$ cat src/include/ptc_pkg.sv
// Shared constants and types for the controller timer and counter cells.
package ptc_pkg;

  // Clock rate and the finest time base of 0.01 s, in microseconds.
  localparam int unsigned CLK_FREQ_HZ = 125_000_000;
  localparam int unsigned BASE_TICK_US = 10_000;
  localparam int unsigned TICK_CYCLES_DEF =
    CLK_FREQ_HZ / 1_000_000 * BASE_TICK_US;

  // Value widths and limits of the cells.
  localparam int unsigned VAL_W = 10;
  localparam logic [9:0] COUNT_MAX = 10'h3E7;
  localparam logic [3:0] DEC_LAST = 4'h9;

  // Register byte offsets on the Avalon-MM slave.
  localparam int unsigned ADDR_W = 6;
  localparam logic [5:0] OFF_T_OP = 6'h00;
  localparam logic [5:0] OFF_T_PRE = 6'h04;
  localparam logic [5:0] OFF_T_STAT = 6'h08;
  localparam logic [5:0] OFF_T_BIN = 6'h0C;
  localparam logic [5:0] OFF_T_BCD = 6'h10;
  localparam logic [5:0] OFF_C_OP = 6'h14;
  localparam logic [5:0] OFF_C_PRE = 6'h18;
  localparam logic [5:0] OFF_C_STAT = 6'h1C;
  localparam logic [5:0] OFF_C_BIN = 6'h20;
  localparam logic [5:0] OFF_C_BCD = 6'h24;

  // Operation word fields: op code in bits 2:0, logic result in bit 8.
  localparam int unsigned OP_LSB = 0;
  localparam int unsigned OP_MSB = 2;
  localparam int unsigned RLO_BIT = 8;

  // Timer operation codes.
  localparam logic [2:0] TOP_PULSE = 3'h0;
  localparam logic [2:0] TOP_EXT = 3'h1;
  localparam logic [2:0] TOP_ON = 3'h2;
  localparam logic [2:0] TOP_LATCH = 3'h3;
  localparam logic [2:0] TOP_OFF = 3'h4;
  localparam logic [2:0] TOP_RESET = 3'h5;

  // Counter operation codes.
  localparam logic [2:0] COP_SET = 3'h0;
  localparam logic [2:0] COP_RESET = 3'h1;
  localparam logic [2:0] COP_UP = 3'h2;
  localparam logic [2:0] COP_DOWN = 3'h3;

  // Preset layout: three BCD digits in 11:0, time base code in 13:12.
  localparam int unsigned PRE_BCD_MSB = 11;
  localparam int unsigned PRE_BASE_LSB = 12;
  localparam int unsigned PRE_BASE_MSB = 13;

  // Time base codes.
  localparam logic [1:0] TB_10MS = 2'h0;
  localparam logic [1:0] TB_100MS = 2'h1;
  localparam logic [1:0] TB_1S = 2'h2;
  localparam logic [1:0] TB_10S = 2'h3;

  // Status bit positions.
  localparam int unsigned ST_SCAN = 0;
  localparam int unsigned ST_RUN = 1;
  localparam int unsigned ST_DONE = 2;
  localparam int unsigned ST_LATCH = 3;
  localparam int unsigned ST_EDGE = 4;

  // Counter word flag positions above the 10-bit value.
  localparam int unsigned CW_SET_F = 13;
  localparam int unsigned CW_UP_F = 14;
  localparam int unsigned CW_DN_F = 15;

  // Reset values.
  localparam logic WREQ_RST = 1'b1;
  localparam logic [13:0] PRESET_RST = 14'h0000;

  // Timer start mode, one-hot.
  typedef enum logic [4:0] {
    TM_PULSE = 5'h01,
    TM_EXT = 5'h02,
    TM_ON = 5'h04,
    TM_LATCH = 5'h08,
    TM_OFF = 5'h10
  } ptc_tmode_e;

endpackage

$ cat src/ptc_tick_gen.sv
// Base tick generator: one-cycle pulse every CYCLES clocks.
`timescale 1ns/1ps
module ptc_tick_gen #(
  parameter int unsigned CYCLES = ptc_pkg::TICK_CYCLES_DEF
) (
  input wire logic clk_i,
  input wire logic reset_i,
  output logic tick_o
);
  import ptc_pkg::*;

  localparam int unsigned W = (CYCLES > 1) ? $clog2(CYCLES) : 1;
  localparam logic [W-1:0] LAST = W'(CYCLES - 1);

  typedef struct packed {
    logic [W-1:0] cnt;
    logic tick;
  } ptc_tick_s;

  ptc_tick_s s_q;
  ptc_tick_s s_d;

  // Free-running divider; the pulse marks each wrap.
  always_comb begin
    s_d = s_q;
    s_d.tick = 1'b0;
    if (s_q.cnt == LAST) begin
      s_d.cnt = '0;
      s_d.tick = 1'b1;
    end else begin
      s_d.cnt = s_q.cnt + {{(W-1){1'b0}}, 1'b1};
    end
  end

  // State register.
  always_ff @(posedge clk_i or posedge reset_i) begin
    if (reset_i) begin
      s_q <= '0;
    end else begin
      s_q <= s_d;
    end
  end

  assign tick_o = s_q.tick;
endmodule

$ cat src/ptc_cells.sv
// Timer cell and counter cell behind an Avalon-MM register slave.
`timescale 1ns/1ps

// Operation
// - Pulse starts on first 1, clears on 0.
// - Pulse scans read 1 while running.
// - Preset holds count plus time-base digit.
// - Timer shows time in binary and BCD.
// - Extended pulse starts on 1, ignores 0.
// - On-delay starts on 1, clears on 0.
// - On-delay scan 1 after elapse, start held.
// - Latching starts on 1, scan 1 once elapsed.
// - Latched scan drops only on timer reset.
// - Off-delay starts on falling start result.
// - Off-delay cleared while start result 1.
// - Off-delay scan 1 running or start 1.
// - Counter loads preset only on set rise.
// - Set edge flag lives in counter word.
// - Counter shows count in binary and BCD.
// - Counter reset clears; later counts or sets change it again.
// - Count up on rise, saturate at 999.
// - Count down on rise, saturate at zero.
// - Separate up and down edge flags kept.
// - Counter reset operation clears while 1.
module ptc_cells #(
  parameter int unsigned TICK_CYCLES = ptc_pkg::TICK_CYCLES_DEF
) (
  input wire logic clk_i,
  input wire logic reset_i,
  input wire logic [ptc_pkg::ADDR_W-1:0] address_i,
  input wire logic read_i,
  input wire logic write_i,
  input wire logic [31:0] writedata_i,
  input wire logic [3:0] byteenable_i,
  output logic [31:0] readdata_o,
  output logic waitrequest_o,
  output logic timer_scan_o,
  output logic [9:0] timer_binary_value_output_o,
  output logic [13:0] timer_bcd_value_output_o,
  output logic counter_scan_o,
  output logic [9:0] counter_binary_value_output_o,
  output logic [11:0] counter_bcd_value_output_o
);
  import ptc_pkg::*;

  // The start edge flag t_rlo is shared by every start operation, so a
  // program that mixes start modes on one cell sees one common edge.
  typedef struct packed {
    logic wreq;
    logic [31:0] rdata;
    logic [13:0] t_preset;
    ptc_tmode_e t_mode;
    logic [9:0] t_val;
    logic [1:0] t_base;
    logic t_run;
    logic t_done;
    logic t_rlo;
    logic t_latch;
    logic t_scan;
    logic [13:0] t_bcd;
    logic [3:0] div1;
    logic [3:0] div2;
    logic [3:0] div3;
    logic [11:0] c_preset;
    logic [9:0] c_val;
    logic c_set_f;
    logic c_up_f;
    logic c_dn_f;
    logic c_scan;
    logic [11:0] c_bcd;
  } ptc_state_s;

  // Reset image of the whole cell; the bus parks with waitrequest high.
  localparam ptc_state_s ST_RST = '{
    wreq: WREQ_RST,
    t_preset: PRESET_RST,
    t_mode: TM_PULSE,
    c_preset: PRESET_RST[PRE_BCD_MSB:0],
    default: '0
  };

  ptc_state_s s_q;
  ptc_state_s s_d;
  logic tick;

  // Binary to three BCD digits by shift-and-add; input never exceeds 999.
  function automatic logic [11:0] bin2bcd(input logic [9:0] b);
    logic [21:0] sh;
    sh = {12'h000, b};
    for (int i = 0; i < 10; i++) begin
      if (sh[13:10] > 4'h4) sh[13:10] = sh[13:10] + 4'h3;
      if (sh[17:14] > 4'h4) sh[17:14] = sh[17:14] + 4'h3;
      if (sh[21:18] > 4'h4) sh[21:18] = sh[21:18] + 4'h3;
      sh = {sh[20:0], 1'b0};
    end
    return sh[21:10];
  endfunction

  // BCD to binary; a digit above nine is taken as nine so the result
  // can never pass 999 even if software writes a malformed preset.
  function automatic logic [9:0] bcd2bin(input logic [11:0] d);
    logic [9:0] h;
    logic [9:0] t;
    logic [9:0] o;
    h = {6'h00, (d[11:8] > DEC_LAST) ? DEC_LAST : d[11:8]};
    t = {6'h00, (d[7:4] > DEC_LAST) ? DEC_LAST : d[7:4]};
    o = {6'h00, (d[3:0] > DEC_LAST) ? DEC_LAST : d[3:0]};
    return 10'(h * 10'h064 + t * 10'h00A + o);
  endfunction

  // Byte-lane merge of a register write.
  function automatic logic [31:0] be_merge(input logic [31:0] old_v,
                                           input logic [31:0] new_v,
                                           input logic [3:0] be);
    logic [31:0] r;
    r = old_v;
    for (int k = 0; k < 4; k++) begin
      if (be[k]) r[k*8 +: 8] = new_v[k*8 +: 8];
    end
    return r;
  endfunction

  // Decade chain behind the 10 ms tick gives the three slower bases.
  ptc_tick_gen #(
    .CYCLES(TICK_CYCLES)
  ) u_tick (
    .clk_i(clk_i),
    .reset_i(reset_i),
    .tick_o(tick)
  );

  // All next-state logic: bus slave, time bases, timer and counter.
  always_comb begin
    logic req;
    logic wr_go;
    logic c1;
    logic c2;
    logic c3;
    logic btick;
    logic [31:0] rd;
    logic [31:0] wv;
    logic [2:0] op;
    logic r;
    logic [9:0] ld;
    logic [31:0] pm;
    req = 1'b0;
    wr_go = 1'b0;
    c1 = 1'b0;
    c2 = 1'b0;
    c3 = 1'b0;
    btick = 1'b0;
    rd = 32'h0000_0000;
    wv = 32'h0000_0000;
    op = 3'h0;
    r = 1'b0;
    ld = 10'h000;
    pm = 32'h0000_0000;
    s_d = s_q;

    // The read data is captured when the request is taken, so a read shows
    // the state of the cycle before its waitrequest drops.
    // Read mux; unmapped offsets and write-only registers read zero.
    case (address_i)
      OFF_T_PRE: rd = {18'h00000, s_q.t_preset};
      OFF_T_STAT: rd = {27'h0000000, s_q.t_rlo, s_q.t_latch, s_q.t_done,
                        s_q.t_run, s_q.t_scan};
      OFF_T_BIN: rd = {22'h000000, s_q.t_val};
      OFF_T_BCD: rd = {18'h00000, s_q.t_bcd};
      OFF_C_PRE: rd = {20'h00000, s_q.c_preset};
      OFF_C_STAT: rd = {31'h00000000, s_q.c_scan};
      OFF_C_BIN: rd = {16'h0000, s_q.c_dn_f, s_q.c_up_f, s_q.c_set_f,
                       3'h0, s_q.c_val};
      OFF_C_BCD: rd = {20'h00000, s_q.c_bcd};
      default: rd = 32'h0000_0000;
    endcase

    // Waitrequest drops for exactly one cycle per request. Holding it
    // high by default keeps the master parked until the data is ready,
    // at the cost of one idle cycle between back-to-back accesses.
    req = read_i | write_i;
    if (s_q.wreq) begin
      if (req) begin
        s_d.wreq = 1'b0;
        s_d.rdata = read_i ? rd : 32'h0000_0000;
      end
    end else begin
      s_d.wreq = 1'b1;
    end
    wr_go = write_i && !s_q.wreq;
    wv = be_merge(32'h0000_0000, writedata_i, byteenable_i);
    op = wv[OP_MSB:OP_LSB];
    r = wv[RLO_BIT];

    // Decade dividers: each stage advances on the carry of the one below.
    c1 = tick && (s_q.div1 == DEC_LAST);
    c2 = c1 && (s_q.div2 == DEC_LAST);
    c3 = c2 && (s_q.div3 == DEC_LAST);
    if (tick) s_d.div1 = c1 ? 4'h0 : s_q.div1 + 4'h1;
    if (c1) s_d.div2 = c2 ? 4'h0 : s_q.div2 + 4'h1;
    if (c2) s_d.div3 = c3 ? 4'h0 : s_q.div3 + 4'h1;
    case (s_q.t_base)
      TB_10MS: btick = tick;
      TB_100MS: btick = c1;
      TB_1S: btick = c2;
      TB_10S: btick = c3;
      default: btick = 1'b0;
    endcase

    // The dividers run free, so the first step after a start may come
    // early by up to one base period; this matches a scanned controller.
    if (s_q.t_run && btick) begin
      if (s_q.t_val <= 10'h001) begin
        s_d.t_val = 10'h000;
        s_d.t_run = 1'b0;
        s_d.t_done = 1'b1;
      end else begin
        s_d.t_val = s_q.t_val - 10'h001;
      end
    end

    // Preset writes; the preset is BCD digits plus the time base code.
    // A new preset only matters at the next start; a running timer keeps
    // the value that it loaded.
    if (wr_go && address_i == OFF_T_PRE) begin
      pm = be_merge({18'h00000, s_q.t_preset}, writedata_i,
                    byteenable_i);
      s_d.t_preset = pm[13:0];
    end
    if (wr_go && address_i == OFF_C_PRE) begin
      pm = be_merge({20'h00000, s_q.c_preset}, writedata_i,
                    byteenable_i);
      s_d.c_preset = pm[11:0];
    end

    // One timer operation per write; the operation wins over a tick.
    ld = bcd2bin(s_q.t_preset[PRE_BCD_MSB:0]);
    if (wr_go && address_i == OFF_T_OP) begin
      if (op == TOP_RESET) begin
        if (r) begin
          s_d.t_val = 10'h000;
          s_d.t_run = 1'b0;
          s_d.t_done = 1'b0;
          s_d.t_latch = 1'b0;
        end
      end else if (op <= TOP_OFF) begin
        s_d.t_rlo = r;
        case (op)
          TOP_PULSE: s_d.t_mode = TM_PULSE;
          TOP_EXT: s_d.t_mode = TM_EXT;
          TOP_ON: s_d.t_mode = TM_ON;
          TOP_LATCH: s_d.t_mode = TM_LATCH;
          default: s_d.t_mode = TM_OFF;
        endcase
        // Start on rise for all modes but off-delay, which starts on fall.
        if ((op == TOP_PULSE || op == TOP_ON) && !r) begin
          s_d.t_val = 10'h000;
          s_d.t_run = 1'b0;
          s_d.t_done = 1'b0;
        end else if (op == TOP_OFF && r) begin
          s_d.t_val = 10'h000;
          s_d.t_run = 1'b0;
          s_d.t_done = 1'b0;
        end else if ((op != TOP_OFF && r && !s_q.t_rlo) ||
                     (op == TOP_OFF && !r && s_q.t_rlo)) begin
          s_d.t_val = ld;
          s_d.t_base = s_q.t_preset[PRE_BASE_MSB:PRE_BASE_LSB];
          s_d.t_run = (ld != 10'h000);
          s_d.t_done = (ld == 10'h000);
        end
      end
    end

    // Latching mode holds its scan once elapsed, until a reset.
    // It reads the next state so the scan rises in the elapsing cycle.
    if (s_d.t_mode == TM_LATCH && s_d.t_done) begin
      s_d.t_latch = 1'b1;
    end

    // Scan result per mode.
    case (s_d.t_mode)
      TM_PULSE: s_d.t_scan = s_d.t_run;
      TM_EXT: s_d.t_scan = s_d.t_run;
      TM_ON: s_d.t_scan = s_d.t_done && s_d.t_rlo;
      TM_LATCH: s_d.t_scan = s_d.t_latch;
      TM_OFF: s_d.t_scan = s_d.t_run || s_d.t_rlo;
      default: s_d.t_scan = 1'b0;
    endcase
    s_d.t_bcd = {s_d.t_base, bin2bcd(s_d.t_val)};

    // Counter operations; set, up and down each keep their own edge flag.
    // A reset leaves the edge flags alone, so a count input held high
    // through a reset does not count again once the reset is released.
    if (wr_go && address_i == OFF_C_OP) begin
      case (op)
        COP_SET: begin
          s_d.c_set_f = r;
          if (r && !s_q.c_set_f) begin
            s_d.c_val = bcd2bin(s_q.c_preset);
          end
        end
        COP_RESET: begin
          if (r) s_d.c_val = 10'h000;
        end
        COP_UP: begin
          s_d.c_up_f = r;
          if (r && !s_q.c_up_f && s_q.c_val < COUNT_MAX) begin
            s_d.c_val = s_q.c_val + 10'h001;
          end
        end
        COP_DOWN: begin
          s_d.c_dn_f = r;
          if (r && !s_q.c_dn_f && s_q.c_val != 10'h000) begin
            s_d.c_val = s_q.c_val - 10'h001;
          end
        end
        default: s_d.c_val = s_q.c_val;
      endcase
    end
    s_d.c_scan = (s_d.c_val != 10'h000);
    s_d.c_bcd = bin2bcd(s_d.c_val);
  end

  // State register.
  always_ff @(posedge clk_i or posedge reset_i) begin
    if (reset_i) begin
      s_q <= ST_RST;
    end else begin
      s_q <= s_d;
    end
  end

  // Every output is a field of the state register.
  assign readdata_o = s_q.rdata;
  assign waitrequest_o = s_q.wreq;
  assign timer_scan_o = s_q.t_scan;
  assign timer_binary_value_output_o = s_q.t_val;
  assign timer_bcd_value_output_o = s_q.t_bcd;
  assign counter_scan_o = s_q.c_scan;
  assign counter_binary_value_output_o = s_q.c_val;
  assign counter_bcd_value_output_o = s_q.c_bcd;
endmodule

$ cat config.mk
export PLATFORM = sky130hd
export DESIGN_NAME = ptc_cells
export DESIGN_NICKNAME = d
export VERILOG_FILES = /design/src/include/ptc_pkg.sv /design/src/ptc_tick_gen.sv /design/src/ptc_cells.sv
export SDC_FILE = /design/constraint.sdc
export NUM_CORES = 1
export LEC_CHECK = 0
export BUFFER_PORTS_ARGS = -buffer_cell sky130_fd_sc_hd__buf_4
export CAP_MARGIN = 40
export CELL_PAD_IN_SITES_DETAIL_PLACEMENT = 1
export CELL_PAD_IN_SITES_GLOBAL_PLACEMENT = 1
export CORE_MARGIN = 5
export CORE_UTILIZATION = 50
export DETAILED_ROUTE_END_ITERATION = 10
export HOLD_SLACK_MARGIN = 0.06
export PLACE_DENSITY_LB_ADDON = 0.1
export SLEW_MARGIN = 10
export SYNTH_ARGS = -nofsm -noshare
export SYNTH_HDL_FRONTEND = slang
export SYNTH_HIERARCHICAL = 1
export SYNTH_SLANG_ARGS = --single-unit
$ cat constraint.sdc
create_clock -name clk_i -period 32.1 [get_ports clk_i]
set_input_delay 4.815 -clock clk_i [delete_from_list [all_inputs] [get_ports clk_i]]
set_output_delay 4.815 -clock clk_i [all_outputs]
set_load 0.05 [all_outputs]
# Word level (Yosys, flattened, before mapping)
# Cells that the tools add are included.
op_classes:
  add_sub_neg: 35
  n_mul: 4
  order_cmp: 33
  eq_ne: 27
  muxes: 76
  bitwise: 1
  n_reduce_logical: 47
ops:
  columns: ["op", "count"]
  rows:
  - ["$pmux W16 S8", 1]
  - ["$mux W4", 31]
  - ["$mux W10", 10]
  - ["$add A4 B2 Y4 const B", 18]
  - ["$gt A4 B3 Y1 const B", 18]
  - ["$mux W21", 2]
  - ["$pmux W10 S4", 1]
  - ["$mux W33", 1]
  - ["$mux W32", 1]
  - ["$reduce_bool A10 Y1", 3]
  - ["$eq A6 B5 Y1 const B", 4]
  - ["$gt A4 B4 Y1 const B", 6]
  - ["$logic_and A1 B1 Y1", 22]
  - ["$add A21 B1 Y21 const B", 1]
  - ["$eq A21 B21 Y1 const B", 1]
  - ["$add A10 B4 Y10", 2]
  - ["$add A10 B8 Y10", 2]
  - ["$mux W20", 1]
  - ["$pmux W5 S4", 1]
  - ["$sub A10 B1 Y10 const B", 2]
  - ["$gt A3 B3 Y1 const B", 6]
  - ["$mux W2", 9]
  - ["$add A3 B2 Y4 const B", 4]
  - ["$mul A4 B5 Y8 const B", 2]
  - ["other kinds (37)", 74]
totals:
  register_bits: 155
  input_bits: 46
  output_inout_bits: 81

# Longest topological paths before layout
# Gate-level depths: netlist of run 1.
depth:
  depth_word: 27
  mapped_depth: 51
  depth_no_buf: 48

# By module
# Netlist of run 1, hierarchy kept.
by_module_without_submodules:
  columns: ["module", "n_inst", "cells_each", "area_per_inst_um2"]
  rows:
  - ["ptc_cells", 1, 1441, 12015.3]
  - ["ptc_tick_gen", 1, 100, 1047.3]

# Worst setup path before layout of run 1
# No wires, ideal clock.
synth_path:
  path_kind: "input -> register"
  startpoint: "input port writedata_i[2]"
  endpoint: "register s_q (netlist bit counter_bcd_value_output_o[2])"
  setup_time_ns: 0.079
  arrival_time_ns: 13.139
  setup_slack_ns: 18.881
  cell_stages: 44
  n_path_buf: 6
  path_cell_list: "buf_2 > nor2_1 > a21oi_1 > nor3_1 > nand4_1 > a31o_1 > and2_1 > buf_6 > inv_4 > ha_1 > clkbuf_1 > clkinv_1 > xnor2_1 > ha_1 > inv_1 > nand2_1 > a21oi_2 > nor3_2 > (+8 left out) > o21ai_0 > or4_1 > and3_1 > xnor2_1 > ha_1 > inv_1 > o311a_1 > o211ai_1 > inv_1 > ha_1 > clkbuf_1 > o21ai_0 > xnor2_1 > ha_1 > clkbuf_1 > nor2_1 > o311ai_1 > mux2i_1"
synth_rtl:
  columns: ["item", "line_no", "rtl"]
  rows:
  - ["start, declared", "ptc_cells.sv:33", "input wire logic [31:0] writedata_i,"]
  - ["end signal, assigned", "ptc_cells.sv:326", "s_q <= ST_RST;"]
  - ["end signal, assigned", "ptc_cells.sv:328", "s_q <= s_d;"]
  - ["end, declared", "ptc_cells.sv:82", "ptc_state_s s_q;"]

==> results_dict.tcl, run 1 <==
set metrics [dict create \
    fin_area_um2 14100 \
    muxShareOfSynthArea 0.0598 \
    grt_pass1_vias 12458 \
    cts_hold_buffers 0 \
    cp_max_fo 13 \
    yosysSeqAreaShare 0.259 \
    crit_path_top_delay_cell "or4b_4" \
    cp_common_cell "ha_1" \
    die_h_um 172 \
    synth-edff-count 0 \
    fin_skew_ns 0.0141 \
    power_density_nw_per_um2 47.3 \
    instances_no_fill 1889 \
    cts.repair.resized 0 \
    drive_above_1_share 0.163 \
    power_switching_uw 277 \
    synth_cell_types 125 \
    cts_buffer_depth 2 \
    drt-initial-drc-count 936 \
    synth_top_family_by_area "compound AO/OA/AOI/OAI gates" \
    numCtsBuffers 17 \
    whs_ns 0.486 \
    layout_commonest_cell "dfrtp_1" \
    cp.required_ns 32.46 \
    syn_area_um2 13100 \
    io_pins 127 \
    coreArea_um2 25900 \
    p_comb_frac 0.383 \
    fin_total_pwr_uw 667 \
    fmax_mhz 68.9 \
    antenna_left 0 \
    synth-xor-area-share 0.0399 \
    core.rowCount 59 \
    use_met3 0.0359 \
    htree_levels 4 \
    clkLatencyLatePin_ns 0.45 \
    ys_ff_latch 135 \
    port_buffers 90 \
    antenna_cells 0 \
    grt-busiest-layer "met2" \
    seqPwrFrac 0.300 \
    grt_overflow 0 \
    internal_power_uw 390 \
    placed_area_um2 13500 \
    avgSynthCellArea_um2 8.48 \
    hold_path_class "register to register" \
    worstSetupPathType "primary input to register" \
    initial_core_util 0.504 \
    dp.cells 1857 \
    antenna_found_initial 0 \
    synth_compound_area_frac 0.239 \
    route.detailed.drc 0 \
    dp_hpwl_mm 32.2 \
    root_buffer "clkbuf_16" \
    gr-usage-met1 0.372 \
    wl_per_cell_um 22.2 \
    clock-sinks 135 \
    status "finished clean" \
    wirelength_mm 41.9 \
    die_x_um 172 \
    grt_pass1_wl_mm 67.5 \
    slew_viol_final 0 \
    period_share 0.452 \
    synth_adder_area_share 0.101 \
    via_count 12027 \
    seqCellArea_um2 3380 \
    postCtsSetupRepairBufs 0 \
    rsz0062_at_grt "no" \
    finalHoldViolations 0 \
    setup.worst_path.end_class "register" \
    fin_tns_setup_ns 0 \
    final_cell_mix "dfrtp_1 (133), nand2_1 (125), nor2_1 (111)" \
    layout.nets 1685 \
    clkTransAtPathRegs_ns 0.08 \
    fin_crit_ns 14.51 \
    max_stage_delay_ns 0.57 \
    met2_usage 0.483 \
    switching_share 0.415 \
    synthesis.instances 1541 \
    drtPass1Iterations 5 \
    setup_viol_count_final 0 \
    cp_data_arrival_time_ns 14.87 \
    ir_drop_mv 0.0350 \
    grt_max_degree 59 \
    cap_violations 0 \
    power.leakage_uw 0.00655 \
    synth_ff_type "dfrtp_1" \
    nFillCells 3094 \
    yosysWarnings 6 \
    syn2layout_area_growth_pct 8.07 \
    p_clk_frac 0.318 \
    multiInputGateArea_um2 8550 \
    via_per_inst 6.37 \
    die-area_um2 29500 \
    grtUsageTotal 0.286 \
    max_slew_margin 0.397 \
    gp_congestion 0.916 \
    crit_path_start_kind "primary input" \
    synth-simple-area-share 0.208 \
    async_flop_share 1.00 \
    cts_tree "yes" \
    worst_pin_slew_ns 0.901 \
]
[layout make-up]
class                           instances  area share
Clock inverter                         15      0.0144
Inverter                               93      0.0253
Timing Repair Buffer                  103      0.0554
Multi-Input combinational cell       1191       0.606
Sequential cell                       135       0.239
Tap cell                              335      0.0297
Clock buffer                           17      0.0301
[path summary, 6_finish.rpt]
kind                            cells past startpoint  slack [ns]                       endpoint          start
worst min register to register                      1        0.49                  u_tick/s_q[1]  u_tick/s_q[1]
worst max-delay path                               38       17.59  counter_bcd_value_output_o[2]   address_i[1]
worst min-delay path                                1        0.49                  u_tick/s_q[1]  u_tick/s_q[1]
worst max register to register                     45       20.12  counter_bcd_value_output_o[2]        s_q[33]
max in group asynchronous                           3       26.35                  readdata_o[4]        reset_i
min in group asynchronous                           2        4.42                  u_tick/s_q[7]        reset_i
[power by group through the flow]
stage | logic, µW | registers (µW) | clock network (µW)
2_1_floorplan | 210 | 196 | 0
4_1_cts | 255 | 200 | 214
3_5_place_dp | 251 | 203 | 0
3_3_place_gp | 243 | 203 | 0
6_report | 255 | 200 | 212
5_1_grt | 278 | 201 | 221
[per-layer routing]
metal  part of all wire  routed length [µm]
met1               0.43               18000
met2               0.49               20400
met3              0.044                1840
met4              0.038                1580
met5                  0                   0
[cell usage after synthesis, types with 7 or more instances]
| master | count | share of area |
|---|---|---|
| nor2b_1 | 21 | 0.010 |
| dfrtp_1 | 133 | 0.25 |
| o31ai_1 | 12 | 0.0069 |
| o211ai_1 | 21 | 0.012 |
| a21o_1 | 16 | 0.0092 |
| or3_1 | 11 | 0.0053 |
| ha_1 | 88 | 0.084 |
| nor3_1 | 37 | 0.014 |
| a31oi_1 | 16 | 0.0077 |
| a211oi_1 | 10 | 0.0057 |
| o22ai_1 | 10 | 0.0048 |
| nand2b_1 | 17 | 0.0081 |
| fa_1 | 10 | 0.015 |
| a22o_1 | 22 | 0.015 |
| xor2_1 | 22 | 0.015 |
| a21oi_1 | 68 | 0.026 |
| o21a_1 | 14 | 0.0080 |
| nor3b_1 | 7 | 0.0040 |
| a22oi_1 | 31 | 0.018 |
| clkbuf_1 | 44 | 0.013 |
| buf_4 | 79 | 0.045 |
| nand3_1 | 55 | 0.021 |
| nand2_1 | 125 | 0.036 |
| a211o_1 | 12 | 0.0080 |
| mux2_2 | 35 | 0.030 |
| inv_1 | 87 | 0.025 |
| nor2_1 | 111 | 0.032 |
| and2_1 | 18 | 0.0086 |
| and3_1 | 19 | 0.0091 |
| buf_2 | 12 | 0.0046 |
| nor4_1 | 8 | 0.0038 |
| nand4_1 | 17 | 0.0081 |
| nand3b_1 | 9 | 0.0052 |
| mux2i_1 | 25 | 0.019 |
| xnor2_1 | 32 | 0.021 |
| o21ai_0 | 90 | 0.034 |
[through the flow]
step,setup WS (ns),util
finish,17.59,0.545
global route,16.76,0.545
CTS,17.67,0.545
detailed placement,17.23,0.521
global placement,17.51,0.519
floorplan,18.88,-
[flip-flops by register name, summed over array words and instances, names as in the netlist]
register,flops
waitrequest_o,1
s_q,51
u_tick/s_q,21
timer_binary_value_output_o,9
u_tick/tick_o,1
counter_bcd_value_output_o,12
readdata_o,16
timer_bcd_value_output_o,13
timer_scan_o,1
counter_binary_value_output_o,9
counter_scan_o,1
[worst max-delay path: cells and delay by family]
| kind | cells | cell delay, ns |
|---|---|---|
| AOI/OAI and AO/OA | 10 | 2.49 |
| xor gates and xnor gates | 3 | 0.88 |
| adders and majority gates | 7 | 2.31 |
| buffers and inverters | 6 | 0.96 |
| muxes | 1 | 0.26 |
| and+or+nand+nor | 11 | 3.12 |
[kinds of logic (layout without fill, tap and decap cells)]
logic type      count (synthesis)  in the layout
buf+inv                       231            228
fa+ha+maj                     100            100
mux                            69             69
compound gates                435            435
simple gates                  512            512
flops                         135            135
other cells                     2             18
xor+xnor                       57             57
Note: power is estimated with default switching activity, not from simulation.
==> run 2: changes to the inputs <==
CORE_UTILIZATION = 47   (was 50)
clock period = 15.2 ns   (was 32.1 ns; I/O delays follow)
==> results_dict.tcl, run 2 (synthesis gave the netlist of run 1 again) <==
set metrics [dict create \
    via_count 11991 \
    slew_viol_final 0 \
    grtUsageTotal 0.265 \
    holdCritStartpoint "u_tick/s_q[1]" \
    io_pins 127 \
    route.detailed.drc 0 \
    fmax_mhz 83.4 \
    whs_ns 0.487 \
    finalHoldViolations 0 \
    root_buffer "clkbuf_16" \
    status "finished clean" \
    cts.repair.resized 0 \
    wl_per_cell_um 21.5 \
    drtPass1Iterations 5 \
    drt-initial-drc-count 932 \
    worst_pin_slew_ns 0.899 \
    antenna_found_initial 1 \
    final_cell_mix "dfrtp_1 (133), nand2_1 (125), nor2_1 (111)" \
    gp_congestion 0.942 \
    cp_num_buf_inv 6 \
    ir_drop_mv 0.0661 \
    max_slew_margin 0.399 \
    layout.nets 1686 \
    htree_levels 4 \
    postCtsSetupRepairBufs 0 \
    worstSetupPathType "primary input to register" \
    clkLatencyLatePin_ns 0.44 \
    rsz0062_at_grt "no" \
    crit_family "simple AND/OR/NAND/NOR gates" \
    die_x_um 177 \
    die-area_um2 31200 \
    dp_hpwl_mm 32.2 \
    cp_common_cell "ha_1" \
    syn2layout_area_growth_pct 8.66 \
    rr_startpoint "s_q[33]" \
    hold_path_class "register to register" \
    drive_above_1_share 0.163 \
    cts_hold_buffers 0 \
    antenna_left 0 \
    via_per_inst 6.20 \
    setup.worst_path.end_class "register" \
    die_h_um 177 \
    finalCoreUtilization 0.514 \
    numCtsBuffers 17 \
    pre_cts_slack_ns 2.84 \
    antenna_cells 0 \
    coreArea_um2 27600 \
    grt_max_degree 46 \
    nFillCells 3302 \
    fin_skew_ns 0.0144 \
    cts_buffer_depth 2 \
    cp_max_fo 13 \
    cp.required_ns 15.55 \
    grt_pass1_vias 12213 \
    cp_data_arrival_time_ns 12.34 \
    largest_reg_flops 51 \
    setup_viol_count_final 0 \
    grt_overflow 0 \
    critPathLaunch "address_i[1]" \
    clkTransAtPathRegs_ns 0.08 \
    crit_path_start_kind "primary input" \
    crit_path_top_delay_cell "or4b_4" \
    fin_crit_ns 11.99 \
    core.rowCount 61 \
    grt_pass1_wl_mm 66.6 \
    layout_commonest_cell "dfrtp_1" \
    cts_tree "yes" \
    initial_core_util 0.473 \
    period_share 0.789 \
    wirelength_mm 41.5 \
    setup_ws_ns 3.21 \
    fin_tns_setup_ns 0 \
    power_density_nw_per_um2 99.9 \
    regMostFlops "s_q" \
    cap_violations 0 \
    port_buffers 90 \
    power.leakage_uw 0.00656 \
    clock-sinks 135 \
    max_stage_delay_ns 0.58 \
]
-- run 2: metal layers --
metal,part of all wire,vias up,global-route usage
li1,-,5567,-
met4,0.037,2,0.101
met2,0.49,316,0.453
met3,0.045,91,0.0372
met5,0.00039,-,0
met1,0.43,6015,0.341
-- run 2: worst paths after layout --
path                            slack, ns                             end  cells after the start
worst max-delay path                 3.21   counter_bcd_value_output_o[2]                     38
worst min-delay path                 0.49                   u_tick/s_q[1]                      1
worst max register to register       3.23   counter_bcd_value_output_o[2]                     45
worst min register to register       0.49                   u_tick/s_q[1]                      1
max in group asynchronous           12.19  timer_binary_value_output_o[4]                      4
min in group asynchronous            1.89                   u_tick/s_q[8]                      2
-- run 2: cell type report --
| cell class | instances | area, µm² | share of cell area |
|---|---|---|---|
| well taps | 378 | 473 | 0.0333 |
| repair buffers | 104 | 807 | 0.0569 |
| clock buffers | 17 | 425 | 0.0300 |
| clock inverters | 15 | 200 | 0.0141 |
| multi-input cells | 1191 | 8550 | 0.602 |
| flip-flops and latches | 135 | 3380 | 0.238 |
| inverters | 93 | 357 | 0.0251 |
-- run 2: where the power goes --
part | internal [µW] | total [µW] | switching [µW]
combinational | 199 | 539 | 340
clock | 252 | 454 | 202
sequential | 388 | 425 | 37.3
total | 839 | 1420 | 580
-- run 2: worst reg2reg max path, delay by kind of cell, from the launching register on --
family / cells / cell delay, ns
muxes: 1 / 0.27
buffers and inverters: 6 / 0.91
xor gates and xnor gates: 4 / 1.06
adders and majority gates: 12 / 3.87
and+or+nand+nor: 10 / 2.13
AOI/OAI and AO/OA: 12 / 3.08
DFF: 1 / 0.59
-- run 2: metrics by stage --
step | power (µW) | cell area (µm²) | std cells
finish | 1420 | 14200 | 1933
CTS | 1420 | 14200 | 1933
detailed placement | 962 | 13600 | 1901
floorplan | 857 | 13100 | 1557
global route | 1490 | 14200 | 1933
global placement | 948 | 13500 | 1895
==> run 3: changes to the inputs <==
ABC_AREA = 1   (was default)
CORE_UTILIZATION = 44   (was 47)
clock period = 11.55 ns   (was 15.2 ns; I/O delays follow)
==> results_dict.tcl, run 3 <==
set metrics [dict create \
    postCtsSetupRepairBufs 0 \
    final_cell_mix "nand2_1 (399), inv_1 (268), nand3_1 (134)" \
    setup_viol_count_final 0 \
    grt_pass1_vias 12160 \
    synth-edff-count 0 \
    die-area_um2 32100 \
    max_slew_margin 0.475 \
    die_h_um 179 \
    clkTransAtPathRegs_ns 0.07 \
    cp_num_buf_inv 11 \
    fmax_mhz 117 \
    async_flop_share 1.00 \
    worstSetupPathType "register to register" \
    worst_pin_slew_ns 0.768 \
    period_share 0.742 \
    setup.worst_path.end_class "register" \
    fin_total_pwr_uw 3040 \
    root_buffer "clkbuf_16" \
    synth_largest_area_cell "dfrtp_1" \
    rsz0062_at_grt "no" \
    yosysWarnings 6 \
    r2r_end "counter_bcd_value_output_o[1]" \
    synth.area.top_cells "dfrtp_1 (26%), nand2_1 (12%), ha_1 (8.7%)" \
    crit_path_top_delay_cell "dfrtp_1" \
    cp.required_ns 11.87 \
    antenna_found_initial 0 \
    synth_cell_types 67 \
    fin_tns_setup_ns 0 \
    htree_levels 4 \
    grt_pass1_wl_mm 62.7 \
    syn_area_um2 12600 \
    cts.repair.resized 0 \
    numCtsBuffers 17 \
    critPathLaunch "s_q[37]" \
    via_count 11564 \
    cp_common_cell "ha_1" \
    reg2reg_depth 57 \
    yosysSeqAreaShare 0.268 \
    wirelength_mm 38.6 \
    whs_endpoint "u_tick/s_q[1]" \
    core.rowCount 62 \
    wl_per_cell_um 17.4 \
    min_path_cells 1 \
    yosysMostFrequentCell "nand2_1" \
    cp_max_fo 7 \
    antenna_cells 0 \
    cts_tree "yes" \
    rrSetupSlack_ns 2.98 \
    route.detailed.drc 0 \
    regMostFlops "s_q" \
    synthTopCellsByCount "nand2_1 (399), inv_1 (269), nand3_1 (134), dfrtp_1 (133), nor2_1 (126)" \
    antenna_left 0 \
    cp_data_arrival_time_ns 8.89 \
    ir_drop_mv 0.168 \
    yosys.area.top_type_share 0.264 \
    largest_reg_flops 51 \
    initial_core_util 0.443 \
    grt_max_degree 49 \
    ys_ff_latch 135 \
    clock-sinks 135 \
    seqCellArea_um2 3380 \
    layout_commonest_cell "nand2_1" \
    multiInputGateArea_um2 7460 \
    synth_ff_type "dfrtp_1" \
    power_density_nw_per_um2 221 \
    status "finished clean" \
    max_stage_delay_ns 0.46 \
    port_buffers 90 \
    dp_hpwl_mm 31.7 \
    avgSynthCellArea_um2 7.05 \
    fin_crit_ns 8.57 \
    nFillCells 3737 \
    slew_viol_final 0 \
    via_per_inst 5.21 \
    crit_family "simple AND/OR/NAND/NOR gates" \
    die_x_um 179 \
    crit_path_start_kind "register" \
    drt-initial-drc-count 669 \
    drive_above_1_share 0.177 \
    layout.nets 1965 \
    clkLatencyLatePin_ns 0.44 \
    coreArea_um2 28500 \
    fin_skew_ns 0.0135 \
    gp_congestion 0.964 \
    holdCritStartpoint "u_tick/s_q[1]" \
    cts_buffer_depth 2 \
    io_pins 127 \
    drtPass1Iterations 5 \
    synthesis.instances 1787 \
    rr_startpoint "s_q[37]" \
    grtUsageTotal 0.246 \
    power.leakage_uw 0.00725 \
    grt_overflow 0 \
    hold_path_class "register to register" \
    cap_violations 0 \
    cts_hold_buffers 0 \
    finalHoldViolations 0 \
    syn2layout_area_growth_pct 9.36 \
]
[run 3: cell count changes in the layout (fill, tap and decap cells not counted), moves of 28 or more]
cell | previous run | this run
a22oi_1 | 31 | 3
inv_1 | 86 | 268
inv_2 | 2 | 34
mux2_2 | 35 | 2
nand2_1 | 125 | 399
nand2_2 | 1 | 66
nand3_1 | 55 | 134
[run 3: per-stage QoR]
stage | area (µm²) | worst slack, ns | hold WS [ns] | std cells | utilization
final | 13800 | 2.98 | 0.467 | 2218 | 0.484
after global placement | 13200 | 2.93 | 0.452 | 2183 | 0.463
after floorplan | 12700 | 4.01 | 0.432 | 1803 | -
after detailed placement | 13200 | 2.70 | 0.468 | 2186 | 0.465
after global routing | 13800 | 2.10 | 0.489 | 2218 | 0.484
after CTS | 13800 | 2.89 | 0.476 | 2218 | 0.484
[run 3: layout make-up]
cell class,instances,share of cell area
clock buffers,17,0.0309
clock inverters,15,0.00971
inverters,306,0.0838
multi-input cells,1264,0.541
flip-flops and latches,135,0.245
well taps,384,0.0348
repair buffers,97,0.0545
[run 3: worst max-delay path by stage]
stage,cells after the start,to,slack [ns]
5_1_grt,57,counter_bcd_value_output_o[1],2.10
3_5_place_dp,49,counter_bcd_value_output_o[1],2.70
2_1_floorplan,57,counter_bcd_value_output_o[1],4.01
6_report,57,counter_bcd_value_output_o[1],2.98
3_3_place_gp,49,counter_bcd_value_output_o[1],2.93
4_1_cts,57,counter_bcd_value_output_o[1],2.89
[run 3: kinds of logic after synthesis]
logic type / Yosys count / share of synthesized area
adder cells (fa/ha/maj): 98 / 0.103
other: 2 / 0.000596
AO/OA/AOI/OAI: 249 / 0.120
XOR/XNOR: 46 / 0.0349
flip-flops: 135 / 0.268
multiplexers: 4 / 0.00337
buffers and inverters: 404 / 0.145
AND/OR/NAND/NOR: 849 / 0.325
[run 3: routing by layer]
metal,global-route usage,routed length [µm]
met3,0.0312,1010
met5,0,0
met4,0.0733,1030
met1,0.306,17000
met2,0.445,19500
[run 3: where the power goes]
part | internal (µW) | total [µW] | switching [µW] | leakage [µW]
Sequential | 548 | 610 | 61.8 | 0.00173
Clock | 284 | 540 | 256 | 0.000269
Combinational | 646 | 1890 | 1250 | 0.00526
